[config.mk]
export PLATFORM = sky130hd
export DESIGN_NAME = bdfr_regs
export DESIGN_NICKNAME = d
export VERILOG_FILES = /design/src/rtl/bdfr_pkg.sv /design/src/rtl/bdfr_regs.sv
export SDC_FILE = /design/constraint.sdc
export NUM_CORES = 1
export LEC_CHECK = 0
export ABC_CLOCK_PERIOD_IN_PS = 2200
export BUFFER_PORTS_ARGS = -buffer_cell sky130_fd_sc_hd__buf_2
export CAP_MARGIN = 20
export CORE_MARGIN = 4
export CORE_UTILIZATION = 45
export DETAILED_ROUTE_END_ITERATION = 8
export GPL_TIMING_DRIVEN = 0
export PLACE_DENSITY = 0.72
export SLEW_MARGIN = 25
export SYNTH_ARGS = -nofsm -noshare
export SYNTH_HDL_FRONTEND = slang
export SYNTH_SLANG_ARGS = --single-unit
export TNS_END_PERCENT = 5
[constraint.sdc]
create_clock -name clk_sys_i -period 2.2 [get_ports clk_sys_i]
set_input_delay 0 -clock clk_sys_i [delete_from_list [all_inputs] [get_ports clk_sys_i]]
set_output_delay 0 -clock clk_sys_i [all_outputs]
set_load 0.01 [all_outputs]
[src/rtl/bdfr_pkg.sv]
package bdfr_pkg;
  // register addresses on the two-wire bus
  localparam logic [7:0] ADDR_SLOPE_FREQ = 8'h03;
  localparam logic [7:0] ADDR_BUS_DUTY   = 8'h04;
  localparam logic [7:0] ADDR_IDENT_FLT  = 8'h05;
  // field positions, slope / threshold / frequency, bus duty and identity / fault registers
  localparam int RAMP_LSB   = 8;
  localparam int RAMP_MSB   = 10;
  localparam int SHORT_LSB  = 6;
  localparam int SHORT_MSB  = 7;
  localparam int FREQ_LSB   = 2;
  localparam int FREQ_MSB   = 5;
  localparam int XFER_LSB   = 0;
  localparam int XFER_MSB   = 1;
  localparam int DUTY_MSB   = 13;
  localparam int IDENT_LSB  = 8;
  localparam int BURN_LSB   = 5;
  localparam int FLT_LSB    = 0;
  // reset values
  localparam logic [2:0]  RAMP_RST  = 3'h2;
  localparam logic [1:0]  SHORT_RST = 2'h1;
  localparam logic [3:0]  FREQ_RST  = 4'hF;
  localparam logic [1:0]  XFER_RST  = 2'h2;
  localparam logic [13:0] DUTY_RST  = 14'h0000;
  localparam logic [7:0]  ISET_RST  = 8'h00;
  localparam logic [2:0]  BURN_RST  = 3'h0;
  localparam logic [4:0]  FLT_RST   = 5'h00;
  // field codes
  localparam logic [3:0]  FREQ_FOLLOW   = 4'hF;
  localparam logic [3:0]  FREQ_UNDEF    = 4'h6;
  localparam logic [2:0]  RAMP_UNDEF    = 3'h7;
  localparam logic [2:0]  MODE_ANA_EXT  = 3'h0;
  localparam logic [2:0]  MODE_ANA_BUS  = 3'h1;
  localparam logic [2:0]  MODE_MIX_EXT  = 3'h4;
  localparam logic [2:0]  MODE_MIX_BUS  = 3'h5;
  // transfer point thresholds on the 14-bit duty scale: 6.25/12.5/25/50 %
  localparam logic [13:0] XFER_6P25 = 14'h0400;
  localparam logic [13:0] XFER_12P5 = 14'h0800;
  localparam logic [13:0] XFER_25   = 14'h1000;
  localparam logic [13:0] XFER_50   = 14'h2000;
  localparam logic [13:0] DUTY_ZERO = 14'h0000;
endpackage : bdfr_pkg

[src/rtl/bdfr_regs.sv]
`timescale 1ns/1ps
// Operation
// - ramp step time is a 3-bit field at bits 10:8 resetting to 010b, code 111 undefined.
// - short threshold is a 2-bit field at bits 7:6 resetting to 01b.
// - dimming frequency is a 4-bit field at bits 5:2 resetting to 1111b, code 0110 undefined.
// - the dimming frequency applies only in PWM or mixed dimming, not in pure analog.
// - frequency code 1111 with external mixed dimming (100b) follows the external PWM input.
// - mixed dimming uses analog above the transfer point and PWM at or below it.
// - the bus duty is 14 bits at 13:0, reset zero, 0x3FFF meaning full duty.
// - the bus duty steers current only for dimming modes 001b and 101b.
// - bits 15:8 of the status register hold a read-only identity code.
// - a read-only 3-bit burn count resets to zero and counts up once per burn.
// - five read-only fault flags at bits 4:0 reset to zero and read one on fault.
// - a fault flag stays latched with shutdown held until the host reads it.
// - an 8-bit full-scale current code sets string current 0 to 50 mA.
// - dimming mode 000/001 is analog ext/bus, 100/101 mixed ext/bus.
module bdfr_regs #(
  parameter logic [7:0] PART_IDENT = 8'h5A  // arbitrary identity value
) (
  input  wire logic        clk_sys_i,
  input  wire logic        sys_rst_i,
  input  wire logic        clk_en_i,
  input  wire logic [7:0]  reg_addr_i,
  input  wire logic        reg_wr_i,
  input  wire logic        reg_rd_i,
  input  wire logic [15:0] reg_wdata_i,
  output logic      [15:0] reg_rdata_o,
  input  wire logic [2:0]  dim_mode_sel_i,
  input  wire logic [7:0]  full_scale_current_i,
  input  wire logic        ext_pwm_i,
  input  wire logic [13:0] ext_duty_i,
  input  wire logic        burn_done_i,
  input  wire logic [4:0]  fault_event_i,
  output logic      [2:0]  ramp_step_time_o,
  output logic      [1:0]  short_threshold_sel_o,
  output logic      [3:0]  dim_freq_sel_o,
  output logic             freq_valid_o,
  output logic             freq_follow_ext_o,
  output logic             ext_pwm_o,
  output logic             pwm_dimming_o,
  output logic             analog_dimming_o,
  output logic      [13:0] dim_duty_o,
  output logic      [7:0]  full_scale_current_o,
  output logic             ramp_valid_o,
  output logic             fault_shutdown_o
);

  typedef struct packed {
    logic [2:0]  ramp;
    logic [1:0]  short_thr;
    logic [3:0]  freq;
    logic [1:0]  xfer;
    logic [13:0] duty;
    logic [2:0]  burn;
    logic [4:0]  flt;
    logic [15:0] rdata;
    logic        pwm_dim;
    logic        ana_dim;
    logic        follow;
    logic [13:0] dim_duty;
    logic [7:0]  iset;
  } bdfr_state_type;

  bdfr_state_type s_q;
  bdfr_state_type s_d;

  logic        mix_mode;
  logic        bus_mode;
  logic [13:0] sel_duty;
  logic [13:0] xfer_level;
  logic        rd_status;

  // mode decode and duty selection
  always_comb begin
    mix_mode  = (dim_mode_sel_i == bdfr_pkg::MODE_MIX_EXT) ||
                (dim_mode_sel_i == bdfr_pkg::MODE_MIX_BUS);
    bus_mode  = (dim_mode_sel_i == bdfr_pkg::MODE_ANA_BUS) ||
                (dim_mode_sel_i == bdfr_pkg::MODE_MIX_BUS);
    sel_duty  = bus_mode ? s_q.duty : ext_duty_i;
    rd_status = reg_rd_i && (reg_addr_i == bdfr_pkg::ADDR_IDENT_FLT);
    case (s_q.xfer)
      2'h0:    xfer_level = bdfr_pkg::XFER_6P25;
      2'h1:    xfer_level = bdfr_pkg::XFER_12P5;
      2'h2:    xfer_level = bdfr_pkg::XFER_25;
      default: xfer_level = bdfr_pkg::XFER_50;
    endcase
  end

  // next state: register writes, reads, faults and dimming decisions
  always_comb begin
    s_d = s_q;
    if (reg_wr_i) begin
      if (reg_addr_i == bdfr_pkg::ADDR_SLOPE_FREQ) begin
        s_d.ramp      = reg_wdata_i[bdfr_pkg::RAMP_MSB:bdfr_pkg::RAMP_LSB];
        s_d.short_thr = reg_wdata_i[bdfr_pkg::SHORT_MSB:bdfr_pkg::SHORT_LSB];
        s_d.freq      = reg_wdata_i[bdfr_pkg::FREQ_MSB:bdfr_pkg::FREQ_LSB];
        s_d.xfer      = reg_wdata_i[bdfr_pkg::XFER_MSB:bdfr_pkg::XFER_LSB];
      end else if (reg_addr_i == bdfr_pkg::ADDR_BUS_DUTY) begin
        s_d.duty = reg_wdata_i[bdfr_pkg::DUTY_MSB:0];
      end
    end
    // read data; identity and fault register ignores writes
    s_d.rdata = 16'h0000;
    if (reg_rd_i) begin
      if (reg_addr_i == bdfr_pkg::ADDR_SLOPE_FREQ) begin
        s_d.rdata = {5'h00, s_q.ramp, s_q.short_thr, s_q.freq, s_q.xfer};
      end else if (reg_addr_i == bdfr_pkg::ADDR_BUS_DUTY) begin
        s_d.rdata = {2'h0, s_q.duty};
      end else if (reg_addr_i == bdfr_pkg::ADDR_IDENT_FLT) begin
        s_d.rdata = {PART_IDENT, s_q.burn, s_q.flt};
      end
    end
    // burn counter
    if (burn_done_i) begin
      s_d.burn = s_q.burn + 3'h1;
    end
    // read clears flags, new events win over the clear
    s_d.flt = (rd_status ? bdfr_pkg::FLT_RST : s_q.flt) | fault_event_i;
    // dimming decision
    s_d.iset     = full_scale_current_i;
    s_d.dim_duty = sel_duty;
    s_d.follow   = (s_q.freq == bdfr_pkg::FREQ_FOLLOW) && !bus_mode && mix_mode;
    if (mix_mode) begin
      s_d.ana_dim = sel_duty > xfer_level;
      s_d.pwm_dim = !(sel_duty > xfer_level);
    end else begin
      s_d.ana_dim = 1'b1;
      s_d.pwm_dim = 1'b0;
    end
  end

  // state register with clock enable
  always_ff @(posedge clk_sys_i) begin
    if (sys_rst_i) begin
      s_q           <= '0;
      s_q.ramp      <= bdfr_pkg::RAMP_RST;
      s_q.short_thr <= bdfr_pkg::SHORT_RST;
      s_q.freq      <= bdfr_pkg::FREQ_RST;
      s_q.xfer      <= bdfr_pkg::XFER_RST;
      s_q.duty      <= bdfr_pkg::DUTY_RST;
      s_q.burn      <= bdfr_pkg::BURN_RST;
      s_q.flt       <= bdfr_pkg::FLT_RST;
      s_q.iset      <= bdfr_pkg::ISET_RST;
      s_q.ana_dim   <= 1'b1;
    end else if (clk_en_i) begin
      s_q <= s_d;
    end
  end

  // outputs
  assign reg_rdata_o           = s_q.rdata;
  assign ramp_step_time_o      = s_q.ramp;
  assign ramp_valid_o          = s_q.ramp != bdfr_pkg::RAMP_UNDEF;
  assign short_threshold_sel_o = s_q.short_thr;
  assign dim_freq_sel_o        = s_q.freq;
  assign freq_valid_o          = s_q.pwm_dim && (s_q.freq != bdfr_pkg::FREQ_UNDEF);
  assign freq_follow_ext_o     = s_q.follow;
  assign ext_pwm_o             = ext_pwm_i && s_q.follow && s_q.pwm_dim;
  assign pwm_dimming_o         = s_q.pwm_dim;
  assign analog_dimming_o      = s_q.ana_dim;
  assign dim_duty_o            = s_q.dim_duty;
  assign full_scale_current_o  = s_q.iset;
  assign fault_shutdown_o      = |s_q.flt;
endmodule : bdfr_regs

# Word level (Yosys, flattened, before mapping)
# Index checks and enable logic that the tools add are counted.
totals:
  input_bits: 61
  out_inout_bits: 54
  word_cells: 51
  regBits: 74
op_classes:
  n_reduce_logical: 15
  addsub: 1
  eq_ne: 11
  muxes: 8
  order_cmp: 1
  bitwise_logic: 2
op_table:
  columns: ["cell", "n"]
  rows:
  - ["2-to-1 mux 15 bit", 4]
  - ["case mux 14 bit (3 select lines)", 1]
  - ["equality test 8 x 3 -> 1 bit, second input constant", 2]
  - ["> comparator 14 bit", 1]
  - ["2-to-1 mux 14 bit", 1]
  - ["equality test 8 x 2 -> 1 bit, second input constant", 1]
  - ["equality test 3 bit, second input constant", 2]
  - ["logical AND 1 bit", 6]
  - ["2-to-1 mux 5 bit", 1]
  - ["OR 5 bit", 1]
  - ["OR reduction 5 bit", 1]
  - ["equality test 4 bit, second input constant", 1]
  - ["!= test 4 x 3 -> 1 bit, second input constant", 1]
  - ["AND reduction 4 bit", 1]
  - ["adder 3 x 1 -> 3 bit, second input constant", 1]
  - ["equality test 3 x 1 -> 1 bit, second input constant", 1]
  - ["!= test 3 bit, second input constant", 1]
  - ["AND reduction 3 bit", 1]
  - ["equality test 2 x 1 -> 1 bit, second input constant", 1]
  - ["equality test 2 bit, second input constant", 1]
  - ["zero test 1 bit", 2]
  - ["zero test 2 bit", 1]
  - ["logical OR 1 bit", 2]
  - ["2-to-1 mux 2 bit", 1]
  - ["other kinds (2)", 2]

# Logic depth before layout (Yosys ltp)
logic_depth:
  word_depth: 6
  ltp_mapped: 8
  depth_no_buf: 7

# Least setup slack after synthesis
# OpenSTA, ideal clock, no wires.
synth_path:
  path_kind: "input port to flip-flop"
  startpoint: "input port dim_mode_sel_i[1]"
  endpoint: "register s_q, in the netlist analog_dimming_o"
  t_required_ns: 2.078
  setup_time_ns: 0.122
  stages: 7
  arrival_time_ns: 1.767
  path_slack_ns: 0.311
  n_path_buf: 1
  path_cell_list: "nand2b_1 clkbuf_1 mux2_2 ha_1 nand4_1 a2111o_1 a221o_1"
synth_rtl:
  columns: ["item", "line_no", "text"]
  rows:
  - ["start: declaration", "bdfr_regs.sv:28", "input wire logic [2:0] dim_mode_sel_i,"]
  - ["end: declaration", "bdfr_regs.sv:64", "bdfr_state_type s_q;"]

==> results_dict.tcl <==
set metrics [dict create \
    post_cts_sizing_count 0 \
    critical-path-top-delay-family "compound AO/OA/AOI/OAI gates" \
    core_region_area_um2 7727 \
    timing.critical_path.slowest_cell_delay_ns 0.40 \
    crit_path_end_kind "flip-flop" \
    synthMostInstantiatedCell "dfxtp_1" \
    wl_final_um 10100 \
    max_cap_viol_count 0 \
    synth_nets 451 \
    worstSetupStartpointType "flip-flop" \
    insertion_delay_to_the_later_sink_of_the_worst_skew_pair_ns 0.34 \
    yosys-top-cells-area "dfxtp_1 41%, mux2i_1 11%, buf_4 9.9%" \
    timing.setup.tns_ns 0 \
    first_pass_grt_wire_length_um 16590 \
    syn2layout_area_growth_pct 33.11 \
    place_hpwl_um 7625 \
    detail_route.vias_per_cell 5.151 \
    dpl-instance-area_um2 4233 \
    post-layout-total-power_w 0.002801 \
    buffer_ports.inserted 109 \
    synthCells 385 \
    clock_tree_from_tritoncts "done" \
    seq_area_frac_synth_pct 41.05 \
    number_of_nets_with_antenna_violations_after_routing 0 \
    clkTransAtPathRegs_ns 0.07 \
    first_global_vias 3214 \
    synth_top_cell_area_share_pct 41.05 \
    critPathArrivalTime_ns 2.21 \
    die_x_um 96.94 \
    cellLeakagePower_nw 2.240 \
    final-max-slew-violation-count 0 \
    drtPass1Iterations 6 \
    count_of_warnings_emitted_by_yosys 0 \
    run_status "completed" \
    rsz0062_at_grt "no" \
    synth.largest_area_cell "dfxtp_1" \
    final_design_instance_area_without_fill_um2 4738 \
    grt_start_max_net_pins 13 \
    deepest_clock_path_buffer_count 2 \
    n_antenna_cell 0 \
    synth.cell_area_um2 3560 \
    synth_seq_cells 73 \
    final_layout_size_suffix_gt1_share_pct 34.20 \
    min_path_type "in2reg" \
    setup_viol 0 \
    chipHeight_um 96.94 \
    ys_async_sr_fraction_pct 0 \
    htreeDepth 3 \
    criticalPathCategory "reg2reg" \
    numCtsBuffers 9 \
    path_max_fanout 3 \
    synth_cell_types 43 \
    route.detailed.drc 0 \
    ys.flop_type "dfxtp_1" \
    cp_slowest_cell "a2111o_1" \
    slew_headroom_pct 55.92 \
    initial_core_util_pct 46.07 \
    ir_drop_mv 0.3494 \
    grt_remaining_overflow 0 \
    avgSynthCellArea_um2 9.246 \
    nNetsFinal 602 \
    worst_ep_required_time_ns 2.43 \
    ios 115 \
    replace_congestion 0.9176 \
    placed_cells 596 \
    fp.dieArea_um2 9397 \
    synth_enable_flop_cells 0 \
    num-fill-cells 709 \
    cts.sink_count 73 \
    synth_common_cells "73 x dfxtp_1, 53 x nor2_1, 47 x buf_4" \
    cts_hold_buf 31 \
    worstMarginPinSlew_ns 0.6563 \
    wl_per_cell_um 15.70 \
    hold_viol_final 0 \
    path_cells "mux2_2, ha_1, nand4_1, a2111o_1, a221o_1" \
    final_period_minus_worst_setup_slack_ns 1.977 \
    ctsRootBufferMaster "clkbuf_8" \
    grt_antenna_before_repair 0 \
    fin_crit_sh_pct 89.87 \
    maxClockFrequency_mhz 505.8 \
    critical_path_buffer_and_inverter_count 0 \
    grt.total_usage_pct 21.76 \
    fin_worst_skew_ns 0.006521 \
    power-per-cell-area_nw_per_um2 591.2 \
    stdcell_count 643 \
    drt_iter0_markers 279 \
    rows 32 \
    route.vias.total 3312 \
    count_of_buffers_added_by_post_cts_timing_repair_for_setup 0 \
]
layer usage:
metal | global-route usage [%] | share of wire (%) | vias up
met5 | 0 | 0 | -
met4 | 6.263 | 1.3 | 0
met3 | 3.605 | 6.1 | 12
met2 | 36.89 | 49 | 104
met1 | 28.44 | 43 | 1561
li1 | - | - | 1635
worst register-to-register path: stages (launching register included):
cell and delay, ns:
dfxtp_1 0.35, mux2_2 0.29, ha_1 0.35, nand4_1 0.16, a2111o_1 0.40, a221o_1 0.32
final timing paths:
path,slack (ns),depth (start not counted),startpoint,endpoint
max,0.22,5,s_q[62],analog_dimming_o
min,0.01,3,ext_duty_i[7],dim_duty_o[7]
max reg2reg,0.22,5,s_q[62],analog_dimming_o
min reg2reg,0.47,2,reg_rdata_o[11],reg_rdata_o[11]
cell families after synthesis:
kind of cell	Yosys count	synth area share (%)
DFF	73	41.05
other	1	0.1053
xor gates and xnor gates	2	0.4922
and+or+nand+nor	121	17.26
buffers and inverters	72	13.01
AOI/OAI and AO/OA	69	14.38
adders and majority gates	5	1.757
muxes	42	11.95
through the flow:
step	util (%)	hold WS, ns	setup slack (ns)
final	61.32	0.009892	0.2228
after global routing	61.32	0.02245	0.06219
after CTS	61.32	0.003935	0.2412
after detailed placement	54.78	0.2222	0.001095
after global placement	54.78	0.2188	0.02192
after floorplan	-	0.1179	0.3115
area by class of cell:
type	count	area, um2	area share (%)
Clock buffer	10	137.6	2.905
Timing Repair Buffer	140	855.8	18.06
Clock inverter	6	57.56	1.215
Sequential cell	73	1461	30.84
Tap cell	102	127.6	2.693
Buffer	70	455.4	9.612
Inverter	2	7.507	0.1584
Multi-Input combinational cell	240	1635	34.51
registers in the layout, summed over array words and instances (netlist names):
name and flops:
reg_rdata_o 15, dim_duty_o 14, dim_freq_sel_o 4, full_scale_current_o 8, analog_dimming_o 1, freq_follow_ext_o 1, s_q 24, pwm_dimming_o 1
ramp_step_time_o 3, short_threshold_sel_o 2
power breakdown:
part | switching, W | internal, W | leakage, nW
sequential | 0.0000254 | 0.00136 | 0.595
clock | 0.000490 | 0.000546 | 0.102
combinational | 0.000186 | 0.000194 | 1.54
cells in the final DEF (no fill, tap or decap), types with 2 or more instances in the layout:
master,synthesis,routed
nand2b_1,5,5
dfxtp_1,73,73
mux2i_1,38,38
o211ai_1,2,2
clkbuf_8,0,10
nand2_1,22,22
clkinv_2,0,4
nand3_1,6,6
nand4_1,4,4
a22o_1,5,5
dlygate4sd3_1,0,31
a211oi_1,20,20
buf_6,2,2
buf_4,47,47
xor2_1,2,2
a32oi_1,3,3
clkbuf_1,18,18
a222oi_1,7,7
inv_1,2,2
mux2_2,4,4
and2_1,2,2
nor2b_1,8,8
buf_1,2,2
a211o_1,7,7
a21oi_1,18,18
buf_2,1,110
o21ai_0,3,3
nor3_1,4,4
nor2_1,53,53
ha_1,5,5
nor4_1,7,7
Note: power is estimated with default switching activity, not from simulation.
